## config.mk

```make
export PLATFORM = sky130hd
export DESIGN_NAME = reset_source_and_watchdog
export DESIGN_NICKNAME = d
export VERILOG_FILES = /design/src/shared/rst_seq_pkg.sv /design/src/rtl/reset_source_and_watchdog.sv
export SDC_FILE = /design/constraint.sdc
export NUM_CORES = 1
export LEC_CHECK = 0
export BUFFER_PORTS_ARGS = -buffer_cell sky130_fd_sc_hd__buf_4
export CAP_MARGIN = 25
export CORE_UTILIZATION = 53
export DETAILED_ROUTE_END_ITERATION = 10
export GPL_TIMING_DRIVEN = 0
export PLACE_DENSITY = 0.82
export SYNTH_ARGS = -nofsm -noshare
export SYNTH_HDL_FRONTEND = slang
export SYNTH_SLANG_ARGS = --single-unit
export TNS_END_PERCENT = 100
```

## constraint.sdc

```tcl
create_clock -name mclk_i -period 2.1 [get_ports mclk_i]
set_clock_uncertainty 0.05 [all_clocks]
set_input_delay 0.105 -clock mclk_i [delete_from_list [all_inputs] [get_ports mclk_i]]
set_output_delay 0.105 -clock mclk_i [all_outputs]
set_load 0.005 [all_outputs]
```

## src/shared/rst_seq_pkg.sv

```systemverilog
// constants and types shared by the reset sequencer and watchdog
//
// Overview of operation
// - four sources; pin/power share normal vector
// - hold reset 4064 cycles after power-up
// - stay in reset while pin low
// - drive reset pin low four cycles
// - sample pin two cycles after release
// - enabled watchdog timeout starts system reset
// - disable bit acts only after reset
// - special modes inhibit watchdog until cleared
// - two-bit rate field picks timeout divisor
// - rate field resets to shortest timeout
// - normal mode: one rate write, 64 cycles
// - reset reinitialises control, selects vector
// - fixed two-to-fifteen prescale before watchdog
// - arm then clear value services watchdog
package rst_seq_pkg;

  // ----------------------------------------------------------------
  // timing counts, in bus clock cycles
  // ----------------------------------------------------------------
  localparam int unsigned POR_DELAY_CYC  = 4064;
  localparam int unsigned PIN_DRIVE_CYC  = 4;
  localparam int unsigned PIN_SETTLE_CYC = 2;
  localparam int unsigned SYNC_LAG_CYC   = 3; // pin to third flop output
  localparam int unsigned RATE_WIN_CYC   = 64;
  localparam int unsigned PRESCALE_LOG2  = 15;

  // ----------------------------------------------------------------
  // service values and reset values
  // ----------------------------------------------------------------
  localparam logic [7:0] SVC_ARM_VAL   = 8'h55;
  localparam logic [7:0] SVC_CLEAR_VAL = 8'haa;
  localparam logic [1:0] RATE_RST_VAL  = 2'h0;

  // ----------------------------------------------------------------
  // reset vectors, normal and special modes
  // ----------------------------------------------------------------
  localparam logic [15:0] VEC_NORM_PIN = 16'hfffe;
  localparam logic [15:0] VEC_NORM_CLK = 16'hfffc;
  localparam logic [15:0] VEC_NORM_WDG = 16'hfffa;
  localparam logic [15:0] VEC_SPEC_PIN = 16'hbffe;
  localparam logic [15:0] VEC_SPEC_CLK = 16'hbffc;
  localparam logic [15:0] VEC_SPEC_WDG = 16'hbffa;

  typedef enum logic [1:0] {
    CAUSE_POWER = 2'h0,
    CAUSE_PIN   = 2'h1,
    CAUSE_CLK   = 2'h2,
    CAUSE_WDG   = 2'h3
  } cause_t;

  typedef enum logic [5:0] {
    ST_POR    = 6'h01,
    ST_DRIVE  = 6'h02,
    ST_SETTLE = 6'h04,
    ST_SAMPLE = 6'h08,
    ST_HOLD   = 6'h10,
    ST_RUN    = 6'h20
  } seq_state_t;

  typedef struct packed {
    cause_t      cause;
    logic        external;
    logic        wdog_active;
    logic [1:0]  rate;
    logic [15:0] vector;
  } rst_status_t;

endpackage

```

## src/rtl/reset_source_and_watchdog.sv

```systemverilog
// reset sequencer with pin source detection and software watchdog
module reset_source_and_watchdog #(
  parameter int unsigned POR_CYC   = rst_seq_pkg::POR_DELAY_CYC,
  parameter int unsigned PRESC_LOG = rst_seq_pkg::PRESCALE_LOG2
) (
  input  wire logic                     mclk_i,        // bus clock
  input  wire logic                     rst_i,         // power-on reset, async high
  input  wire logic                     ce_i,          // clock enable
  input  wire logic                     rst_pin_i,     // reset pin level
  output logic                          rst_pin_o,     // reset pin drive value
  output logic                          rst_pin_oe_o,  // reset pin drive enable
  input  wire logic                     clk_fail_i,    // clock monitor failure
  input  wire logic                     special_i,     // test or bootstrap mode
  input  wire logic                     wdog_disable_bit_i, // nonvolatile disable
  input  wire logic                     svc_wr_i,      // service register write
  input  wire logic [7:0]               svc_data_i,    // service write data
  input  wire logic                     rate_wr_i,     // rate field write
  input  wire logic [1:0]               rate_data_i,   // rate write data
  input  wire logic                     inhibit_wr_i,  // inhibit bit write
  input  wire logic                     inhibit_data_i,// inhibit write data
  output logic                          sys_rst_o,     // core held in reset
  output rst_seq_pkg::rst_status_t      status_o       // cause, vector, state
);

  // ----------------------------------------------------------------
  // pin and clock monitor synchronisers
  // ----------------------------------------------------------------
  logic pin_s1_r;
  logic pin_s2_r;
  logic pin_s3_r;
  logic pin_lvl_r;
  logic clk_s1_r;
  logic clk_s2_r;
  logic clk_s3_r;
  logic clk_lvl_r;

  always_ff @(posedge mclk_i or posedge rst_i) begin
    if (rst_i) begin
      pin_s1_r  <= 1'b1;
      pin_s2_r  <= 1'b1;
      pin_s3_r  <= 1'b1;
      pin_lvl_r <= 1'b1;
    end else if (ce_i) begin
      pin_s1_r <= rst_pin_i;
      pin_s2_r <= pin_s1_r;
      pin_s3_r <= pin_s2_r;
      if (pin_s2_r == pin_s3_r) begin
        pin_lvl_r <= pin_s3_r;
      end
    end
  end

  // clock monitor may come from its own rc timing, so it is synchronised too
  always_ff @(posedge mclk_i or posedge rst_i) begin
    if (rst_i) begin
      clk_s1_r  <= 1'b0;
      clk_s2_r  <= 1'b0;
      clk_s3_r  <= 1'b0;
      clk_lvl_r <= 1'b0;
    end else if (ce_i) begin
      clk_s1_r <= clk_fail_i;
      clk_s2_r <= clk_s1_r;
      clk_s3_r <= clk_s2_r;
      if (clk_s2_r == clk_s3_r) begin
        clk_lvl_r <= clk_s3_r;
      end
    end
  end

  // ----------------------------------------------------------------
  // reset sequence
  // ----------------------------------------------------------------
  // settle stretched by the synchroniser lag, so stage 3 shows the pin two cycles after release
  localparam int unsigned SETTLE_END =
    rst_seq_pkg::PIN_SETTLE_CYC + rst_seq_pkg::SYNC_LAG_CYC - 1;

  rst_seq_pkg::seq_state_t state_r;
  rst_seq_pkg::cause_t     cause_r;
  logic [11:0]             seq_cnt_r;
  logic                    ext_r;
  logic                    wdog_fire;
  logic                    running;

  assign running = (state_r == rst_seq_pkg::ST_RUN);

  always_ff @(posedge mclk_i or posedge rst_i) begin
    if (rst_i) begin
      state_r   <= rst_seq_pkg::ST_POR;
      cause_r   <= rst_seq_pkg::CAUSE_POWER;
      seq_cnt_r <= 12'h000;
      ext_r     <= 1'b0;
    end else if (ce_i) begin
      case (state_r)
        rst_seq_pkg::ST_POR: begin
          // settle time for clock generation
          if (seq_cnt_r == 12'(POR_CYC - 1)) begin
            seq_cnt_r <= 12'h000;
            state_r   <= rst_seq_pkg::ST_DRIVE;
          end else begin
            seq_cnt_r <= seq_cnt_r + 12'h001;
          end
        end
        rst_seq_pkg::ST_DRIVE: begin
          if (seq_cnt_r == 12'(rst_seq_pkg::PIN_DRIVE_CYC - 1)) begin
            seq_cnt_r <= 12'h000;
            state_r   <= rst_seq_pkg::ST_SETTLE;
          end else begin
            seq_cnt_r <= seq_cnt_r + 12'h001;
          end
        end
        rst_seq_pkg::ST_SETTLE: begin
          // pull-up outside gets two cycles to bring the line high
          if (seq_cnt_r == 12'(SETTLE_END)) begin
            seq_cnt_r <= 12'h000;
            state_r   <= rst_seq_pkg::ST_SAMPLE;
          end else begin
            seq_cnt_r <= seq_cnt_r + 12'h001;
          end
        end
        rst_seq_pkg::ST_SAMPLE: begin
          // stage 3 taken raw: the filtered level would lag one more cycle
          ext_r <= ~pin_s3_r;
          if (~pin_s3_r && cause_r != rst_seq_pkg::CAUSE_POWER) begin
            cause_r <= rst_seq_pkg::CAUSE_PIN;
          end
          state_r <= rst_seq_pkg::ST_HOLD;
        end
        rst_seq_pkg::ST_HOLD: begin
          if (pin_lvl_r) begin
            state_r <= rst_seq_pkg::ST_RUN;
          end
        end
        rst_seq_pkg::ST_RUN: begin
          // priority: pin, clock monitor, watchdog
          if (!pin_lvl_r) begin
            cause_r <= rst_seq_pkg::CAUSE_PIN;
            state_r <= rst_seq_pkg::ST_DRIVE;
          end else if (clk_lvl_r) begin
            cause_r <= rst_seq_pkg::CAUSE_CLK;
            state_r <= rst_seq_pkg::ST_DRIVE;
          end else if (wdog_fire) begin
            cause_r <= rst_seq_pkg::CAUSE_WDG;
            state_r <= rst_seq_pkg::ST_DRIVE;
          end
          seq_cnt_r <= 12'h000;
        end
        default: begin
          state_r <= rst_seq_pkg::ST_POR;
        end
      endcase
    end
  end

  // ----------------------------------------------------------------
  // pin drive and core reset
  // ----------------------------------------------------------------
  always_ff @(posedge mclk_i or posedge rst_i) begin
    if (rst_i) begin
      rst_pin_o    <= 1'b0;
      rst_pin_oe_o <= 1'b0;
      sys_rst_o    <= 1'b1;
    end else if (ce_i) begin
      rst_pin_o <= 1'b0;
      // registered, so the pin drive trails the state by one cycle
      rst_pin_oe_o <= (state_r == rst_seq_pkg::ST_DRIVE);
      sys_rst_o    <= ~running | (running & (~pin_lvl_r | clk_lvl_r | wdog_fire));
    end
  end

  // ----------------------------------------------------------------
  // mode, disable latch and inhibit bit
  // ----------------------------------------------------------------
  logic special_r;
  logic nv_dis_r;
  logic inhibit_r;

  always_ff @(posedge mclk_i or posedge rst_i) begin
    if (rst_i) begin
      special_r <= 1'b0;
      nv_dis_r  <= 1'b1;
      inhibit_r <= 1'b1;
    end else if (ce_i) begin
      if (!running) begin
        // caught only during reset, so later changes wait for the next one
        special_r <= special_i;
        nv_dis_r  <= wdog_disable_bit_i;
        inhibit_r <= special_i;
      end else if (inhibit_wr_i && !inhibit_data_i) begin
        inhibit_r <= 1'b0;
      end
    end
  end

  // ----------------------------------------------------------------
  // rate field with write-once window in normal mode, writable any time in special mode
  // ----------------------------------------------------------------
  logic [1:0] rate_r;
  logic [6:0] win_cnt_r;
  logic       rate_done_r;
  logic       win_open;

  assign win_open = (win_cnt_r < 7'(rst_seq_pkg::RATE_WIN_CYC));

  always_ff @(posedge mclk_i or posedge rst_i) begin
    if (rst_i) begin
      rate_r      <= rst_seq_pkg::RATE_RST_VAL;
      win_cnt_r   <= 7'h00;
      rate_done_r <= 1'b0;
    end else if (ce_i) begin
      if (!running) begin
        rate_r      <= rst_seq_pkg::RATE_RST_VAL;
        win_cnt_r   <= 7'h00;
        rate_done_r <= 1'b0;
      end else begin
        if (win_open) begin
          win_cnt_r <= win_cnt_r + 7'h01;
        end
        if (rate_wr_i) begin
          if (special_r) begin
            rate_r <= rate_data_i;
          end else if (win_open && !rate_done_r) begin
            rate_r      <= rate_data_i;
            rate_done_r <= 1'b1;
          end
        end
      end
    end
  end

  // ----------------------------------------------------------------
  // watchdog timer
  // ----------------------------------------------------------------
  logic                 wdog_act;
  logic [PRESC_LOG-1:0] presc_r;
  logic [5:0]           wdog_cnt_r;
  logic [5:0]           wdog_lim;
  logic                 armed_r;
  logic                 svc_clear;
  logic                 tick;

  assign wdog_act  = ~nv_dis_r & ~inhibit_r;
  assign tick      = (presc_r == {PRESC_LOG{1'b1}});
  assign svc_clear = svc_wr_i & (svc_data_i == rst_seq_pkg::SVC_CLEAR_VAL) & armed_r;
  assign wdog_fire = running & wdog_act & tick & (wdog_cnt_r == wdog_lim) & ~svc_clear;

  // divisor 2^15 times 1, 4, 16 or 64
  always_comb begin
    case (rate_r)
      2'h0:    wdog_lim = 6'h00;
      2'h1:    wdog_lim = 6'h03;
      2'h2:    wdog_lim = 6'h0f;
      default: wdog_lim = 6'h3f;
    endcase
  end

  always_ff @(posedge mclk_i or posedge rst_i) begin
    if (rst_i) begin
      armed_r <= 1'b0;
    end else if (ce_i) begin
      if (!running) begin
        armed_r <= 1'b0;
      end else if (svc_wr_i) begin
        // any other value leaves the arm state alone
        if (svc_data_i == rst_seq_pkg::SVC_ARM_VAL) begin
          armed_r <= 1'b1;
        end else if (svc_data_i == rst_seq_pkg::SVC_CLEAR_VAL) begin
          armed_r <= 1'b0;
        end
      end
    end
  end

  always_ff @(posedge mclk_i or posedge rst_i) begin
    if (rst_i) begin
      presc_r    <= '0;
      wdog_cnt_r <= 6'h00;
    end else if (ce_i) begin
      if (!running || !wdog_act || svc_clear) begin
        presc_r    <= '0;
        wdog_cnt_r <= 6'h00;
      end else begin
        presc_r <= presc_r + 1'b1;
        if (tick) begin
          wdog_cnt_r <= (wdog_cnt_r == wdog_lim) ? 6'h00 : wdog_cnt_r + 6'h01;
        end
      end
    end
  end

  // ----------------------------------------------------------------
  // status and reset vector
  // ----------------------------------------------------------------
  always_ff @(posedge mclk_i or posedge rst_i) begin
    if (rst_i) begin
      status_o <= '{cause: rst_seq_pkg::CAUSE_POWER, external: 1'b0, wdog_active: 1'b0,
                    rate: rst_seq_pkg::RATE_RST_VAL, vector: rst_seq_pkg::VEC_NORM_PIN};
    end else if (ce_i) begin
      status_o.cause       <= cause_r;
      status_o.external    <= ext_r;
      status_o.wdog_active <= wdog_act & running;
      status_o.rate        <= rate_r;
      case (cause_r)
        rst_seq_pkg::CAUSE_CLK:
          status_o.vector <= special_r ? rst_seq_pkg::VEC_SPEC_CLK : rst_seq_pkg::VEC_NORM_CLK;
        rst_seq_pkg::CAUSE_WDG:
          status_o.vector <= special_r ? rst_seq_pkg::VEC_SPEC_WDG : rst_seq_pkg::VEC_NORM_WDG;
        default:
          status_o.vector <= special_r ? rst_seq_pkg::VEC_SPEC_PIN : rst_seq_pkg::VEC_NORM_PIN;
      endcase
    end
  end

endmodule

```

Yosys cells after proc, flatten, opt, wreduce, memory -nomap -nowiden
Index checks and enable logic that the tools add are counted.
Operators by class
  add/sub/neg operators: 4
  $lt $le $gt $ge: 1
  equality and inequality tests: 33
  muxes and demuxes: 42
  bitwise logic cells: 17
  reductions and logical operators: 27
Operators by type and width (number)
  $mux 15: 4
  $mux 6: 10
  $pmux 12 s4: 1
  $mux 12: 3
  $pmux 6 s6: 1
  $pmux 15 s2: 1
  $pmux 6 s3: 1
  $mux 2: 8
  $ne 2x2->1 const B: 8
  $reduce_and 2->1: 8
  $add 15x1->15 const B: 1
  $eq 15x15->1 const B: 1
  $mux 7: 2
  $add 12x1->12 const B: 1
  $eq 12x12->1 const B: 1
  $eq 12x2->1 const B: 1
  $eq 12x3->1 const B: 1
  $mux 1: 10
  $and 1x1->1: 8
  $eq 8x7->1 const B: 1
  $eq 8x8->1 const B: 1
  $reduce_and 4->1: 2
  $add 7x1->7 const B: 1
  $lt 7x7->1 const B: 1
  other kinds (25): 47
Word-level totals
  register bits: 88
  output and inout bits: 25

Longest topological paths before layout
  depth in word-level cells: 10
  mapped depth: 8
  depth with buffers taken out: 7

Worst setup path before layout
No wires, ideal clock.
  kind: register to register
  from: reg presc_r[0]
  to: reg state_r[1]
  setup time: 0.125 ns
  data arrival time: 2.074 ns
  data required time: 1.925 ns
  slack: -0.149 ns
  stages on the path, launching flop included: 8
  cells stage by stage: dfrtp_1 ha_1 nand3_1 nor4_4 nand3_1 o31ai_4 o2111ai_4 mux2_4
On the way
  word-level cells in the longest chain between the ends: 6
Ends and longest elaborated chain
  start: declaration: RTL line reset_source_and_watchdog.sv:234  | logic [PRESC_LOG-1:0] presc_r;
  start signal: assignment: RTL line reset_source_and_watchdog.sv:282  | presc_r <= presc_r + 1'b1;
  $eq 15x15->1: RTL line reset_source_and_watchdog.sv:242  | assign tick = (presc_r == {PRESC_LOG{1'b1}});
  $and 1x1->1 (3 in a row): RTL line reset_source_and_watchdog.sv:244  | assign wdog_fire = running & wdog_act & tick & (wdog_cnt_r == wdog_lim) & ~svc_clear;
  $ne 4x4->1 (no source line)
  $reduce_and 6->1 (no source line)
  end signal: assignment: RTL line reset_source_and_watchdog.sv:140  | state_r <= rst_seq_pkg::ST_DRIVE;
  end signal: assignment: RTL line reset_source_and_watchdog.sv:143  | state_r <= rst_seq_pkg::ST_DRIVE;
  end signal: assignment: RTL line reset_source_and_watchdog.sv:148  | state_r <= rst_seq_pkg::ST_POR;
  end: declaration: RTL line reset_source_and_watchdog.sv:77  | rst_seq_pkg::seq_state_t state_r;
No other way between the ends.
A chain may end at the register's enable or synchronous reset.

Final worst setup path
  from: reg state_r[2]
  to: reg state_r[3]
On the way
  word-level cells in the longest chain between the ends: 7
  elaborated cells between the ends (all ways): 17
  classes of those cells: eq/ne (11); mux (1); bitwise (4); reduce/logical (1)
Ends and longest elaborated chain
  start signal: assignment: RTL line reset_source_and_watchdog.sv:88  | state_r <= rst_seq_pkg::ST_POR;
  start signal: assignment: RTL line reset_source_and_watchdog.sv:98  | state_r <= rst_seq_pkg::ST_DRIVE;
  start signal: assignment: RTL line reset_source_and_watchdog.sv:106  | state_r <= rst_seq_pkg::ST_SETTLE;
  $eq 6x6->1: RTL line reset_source_and_watchdog.sv:84, reset_source_and_watchdog.sv:93
  $and 1x1->1 (4 in a row): RTL line reset_source_and_watchdog.sv:244
  $ne 4x4->1 (no source line)
  $reduce_and 6->1 (no source line)
Parallel ways exist; a longest one is shown, timed or not.

==> impl_summary.log <==
INFO  metric worst_hold_slack = -0.00007225 ns
INFO  metric layout.nets = approximately 520
INFO  metric clock-sinks = 75
INFO  metric fmaxAchievable = approximately 0.44 GHz
INFO  metric gpl.final_weighted_congestion = roughly 0.87
INFO  metric critPathArrivalTime = 2.47 ns
INFO  metric setup-violations-final = 15
INFO  metric finalHoldViolCount = 1
INFO  metric num_antenna_cells = 0
INFO  metric netlist.area_leader.share = 0.4037
INFO  metric post-synth-top-area-cell = sky130_fd_sc_hd__dfrtp_1
INFO  metric worst_setup_hold_path_clk_slew = about 0.08 ns
INFO  metric drive_above_1_share = 0.3580
INFO  metric synthTopCellsByArea = sky130_fd_sc_hd__dfrtp_1 40%, sky130_fd_sc_hd__dfstp_2 7.3%, sky130_fd_sc_hd__nor2_1 4.3%, sky130_fd_sc_hd__mux2_2 3.7%, sky130_fd_sc_hd__o21ai_0 3.3%
INFO  metric vias_per_cell = roughly 6
INFO  metric critPathLaunchType = flop
INFO  metric routed_wire_length_per_instance = ~18 um
INFO  metric synth_fa_ha_area_frac = 0.01577
INFO  metric ys_ff_latch = between 70 and 80
INFO  metric timing.critical_path.to_type = flop
INFO  metric critical_path_peak_fanout = 7
INFO  metric static-leakage-power = around 2.2 nW
INFO  metric synthesis.area = slightly below 0.004 mm2
INFO  metric portBuffers = 31
INFO  metric dominantRegCellSynth = sky130_fd_sc_hd__dfrtp_1
INFO  metric dp.final_hpwl = 6058 um
INFO  metric final_max_slew_viol_count = 0
INFO  metric drtPass1Iterations = 5
INFO  metric htree_num_levels = 3
INFO  metric timing_endpoint_of_the_critical_path = state_r[3]$_DFFE_PP0P_
INFO  metric areaGrowthSynthToFinish = 30.75%
INFO  metric post_synth_inst_count = roughly 400
INFO  metric max_cap_viol_count = 0
INFO  metric cts_inserted_buffers = 9
INFO  metric rows = 31
INFO  metric post-route-min-period = approximately 2.3 ns
INFO  metric synth_compound_area_frac = 0.1179
INFO  metric placeableCoreArea = 0.007253 mm2
INFO  metric cp_data_required_time = approximately 2.3 ns
INFO  metric synth_simple_gate_area_frac = 0.2214
INFO  metric relSlewSlack = 0.3982
INFO  metric die_height = slightly below 90 um
INFO  metric synth.distinct_cells = 56
INFO  metric via_count_of_the_first_global_routing_pass = around 3,200
INFO  metric antenna_violations_before_repair = 0
INFO  metric ys_async_rst_share = 1.000
INFO  metric fin_crit_sh = 1.091
INFO  metric yosys.cell_count.top_type = sky130_fd_sc_hd__dfrtp_1
INFO  metric post_synth_mux_area_share = 0.06213
INFO  metric post_synth_most_frequent_cells = 64 x sky130_fd_sc_hd__dfrtp_1, 45 x sky130_fd_sc_hd__nor2_1, 29 x sky130_fd_sc_hd__nand2_1, 26 x sky130_fd_sc_hd__o21ai_0, 23 x sky130_fd_sc_hd__nand3_1
INFO  metric worst-r2r-cell-count = 5
INFO  metric overall_die_width = 88.52 um
INFO  metric initialDrtViolationCount = between 400 and 500
INFO  metric postLayoutCellArea = ~0.0052 mm2
INFO  metric num-fill-cells = 480
INFO  metric violations = negative hold slack, negative setup slack
INFO  metric vdd_drop_max = about 0.00041 V
INFO  metric clock_tree_from_tritoncts = yes
INFO  metric yosys.area_share.xor_xnor = 0.04636
INFO  metric gr-usage-all-layers = 0.2560
INFO  metric floorplan.die_area = 0.007836 mm2
INFO  metric reg2reg_to = state_r[3]$_DFFE_PP0P_
INFO  metric design.portCount = 46
INFO  metric antenna_left = 0
INFO  metric worst-setup-path-type = flop to flop
INFO  metric routed-via-count = approximately 3,500
INFO  metric totalWireLength = between 10,000 and 15,000 um
INFO  metric remaining_drc_errors = 0
INFO  metric totalNegativeSetupSlack = -0.9916 ns
INFO  metric power.density = ~910 mW/mm2
INFO  metric ctsRootBufferMaster = sky130_fd_sc_hd__clkbuf_8
INFO  metric initial_utilization = 0.5470
INFO  metric crit-reg2reg-launch = state_r[2]$_DFFE_PP0P_
INFO  metric p_total = between 0.004 and 0.005 W
INFO  metric detailed_place.area = around 0.0044 mm2
INFO  metric worst_hold_path_type = input pin to flop
INFO  metric synth_area_per_cell = between 9 and 10 um2
INFO  metric insertion_delay = 0.35 ns
INFO  metric pre_cts_ws = -0.2902 ns
INFO  metric setup.reg_to_reg.worst_slack = -0.19 ns
INFO  metric synth_enable_flop_cells = 0
INFO  metric setup.worst_path.start = state_r[2]$_DFFE_PP0P_
INFO  metric grt_setup_unrepaired = true
INFO  metric run_status = finished, violations left
INFO  metric synth-seq-area-share = 0.4765
INFO  metric globalRouteOverflowTotal = 0
INFO  metric grt_pass1_wl = between 15,000 and 20,000 um
INFO  metric max_slew.worst_pin.slew = ~0.90 ns
INFO  metric main_combinational_cell_family_by_area_after_synthesis = simple AND/OR/NAND/NOR gates
INFO  metric fin_ws = -0.1905 ns
INFO  metric grt_max_degree = 76
INFO  metric ys_warnings = 0
INFO  metric cts_buffer_depth = 2
worst min path at each step:
stage | cells past startpoint | slack, ns | start | to
finish | 3 | -0.00007 | svc_data_i[7] | armed_r$_DFFE_PP0P_
global route | 3 | 0.02 | svc_data_i[7] | armed_r$_DFFE_PP0P_
CTS | 3 | 0.005 | svc_data_i[7] | armed_r$_DFFE_PP0P_
detailed placement | 3 | 0.29 | rate_data_i[1] | rate_r[1]$_DFFE_PP0P_
global placement | 3 | 0.28 | rate_data_i[1] | rate_r[1]$_DFFE_PP0P_
floorplan | 2 | 0.19 | rate_data_i[0] | rate_r[0]$_DFFE_PP0P_
per-layer routing:
layer / wire length [um] / global-route usage / vias up
met4: 288 / 0.1158 / 0
met1: 4353 / 0.3339 / 1720
met3: 711 / 0.04104 / 33
met2: 5266 / 0.4224 / 205
met5: 0 / 0 / -
li1: - / - / 1587
final cells by class:
cell class	count	area, um2	area share
multi-input cells	295	2150	0.4144
clock buffers	9	123.9	0.02388
plain buffers	23	158.9	0.03063
inverters	21	81.33	0.01568
well taps	99	123.9	0.02388
flip-flops and latches	75	1902	0.3666
clock inverters	7	92.59	0.01785
repair buffers	70	555.5	0.1071
sequential cells by signal, summed over array words and instances, names as in the netlist:
| signal | count |
|---|---|
| rate_done_r | 1 |
| presc_r | 15 |
| pin_s3_r | 1 |
| special_r | 1 |
| rate_r | 2 |
| clk_s3_r | 1 |
| cause_r | 2 |
| inhibit_r | 1 |
| wdog_cnt_r | 6 |
| status_o | 9 |
| ext_r | 1 |
| armed_r | 1 |
| sys_rst_o | 1 |
| clk_s2_r | 1 |
| nv_dis_r | 1 |
| state_r | 6 |
| seq_cnt_r | 12 |
| clk_lvl_r | 1 |
| rst_pin_oe_o | 1 |
| win_cnt_r | 7 |
| pin_lvl_r | 1 |
| pin_s1_r | 1 |
| clk_s1_r | 1 |
| pin_s2_r | 1 |
what timing repair did:
item	in CTS	in global routing
resized for setup	20	38
setup buffers	17	16
pin swaps	13	13
hold buffers	7	0
endpoints found under the setup margin	26	40
endpoints found under the hold margin	71	0
critical path: stages (launching register included):
cell and delay (ns):
sky130_fd_sc_hd__dfrtp_1 0.52, sky130_fd_sc_hd__or4_1 0.62, sky130_fd_sc_hd__nor3_2 0.25, sky130_fd_sc_hd__nand2b_1 0.18, sky130_fd_sc_hd__o2111ai_4 0.22, sky130_fd_sc_hd__mux2_4 0.34
power by group:
part           switching (W)  internal, W
registers           0.000250      0.00167
clock network       0.000542     0.000664
logic               0.000766     0.000816
total                0.00156      0.00315
through the flow:
step                hold WS (ns)  cells  utilization
floorplan                 0.1935    415            -
global placement          0.2790    545       0.6050
detailed placement        0.2924    545       0.6053
CTS                     0.004958    584       0.6766
global route             0.02005    599       0.7152
finish               -0.00007225    599       0.7152
cells by family after synthesis:
| logic type | Yosys count |
|---|---|
| buf+inv | 45 |
| xor+xnor | 21 |
| flops | 75 |
| mux | 21 |
| fa+ha+maj | 5 |
| other cells | 2 |
| compound gates | 70 |
| simple gates | 164 |
cell usage in the layout (no fill, tap or decap), types with 4 or more instances in the layout:
cell type                        n
sky130_fd_sc_hd__o21ai_0        24
sky130_fd_sc_hd__inv_1          18
sky130_fd_sc_hd__nor2_1         40
sky130_fd_sc_hd__mux2_2         13
sky130_fd_sc_hd__nor3_1          5
sky130_fd_sc_hd__dfrtp_1        55
sky130_fd_sc_hd__dfrtp_2         9
sky130_fd_sc_hd__mux2_4          4
sky130_fd_sc_hd__buf_4          77
sky130_fd_sc_hd__xor2_1         10
sky130_fd_sc_hd__a31oi_1         7
sky130_fd_sc_hd__clkbuf_8        9
sky130_fd_sc_hd__nor4_4          4
sky130_fd_sc_hd__nand2_1        28
sky130_fd_sc_hd__dlygate4sd3_1   7
sky130_fd_sc_hd__nor4_2          5
sky130_fd_sc_hd__and3_1          4
sky130_fd_sc_hd__nand3_1        21
sky130_fd_sc_hd__nand4_1        13
sky130_fd_sc_hd__nor2_2          5
sky130_fd_sc_hd__conb_1         14
sky130_fd_sc_hd__xnor2_1        11
sky130_fd_sc_hd__a21oi_1        10
sky130_fd_sc_hd__dfstp_2        11
No activity file was read; power rests on OpenSTA's default activity.
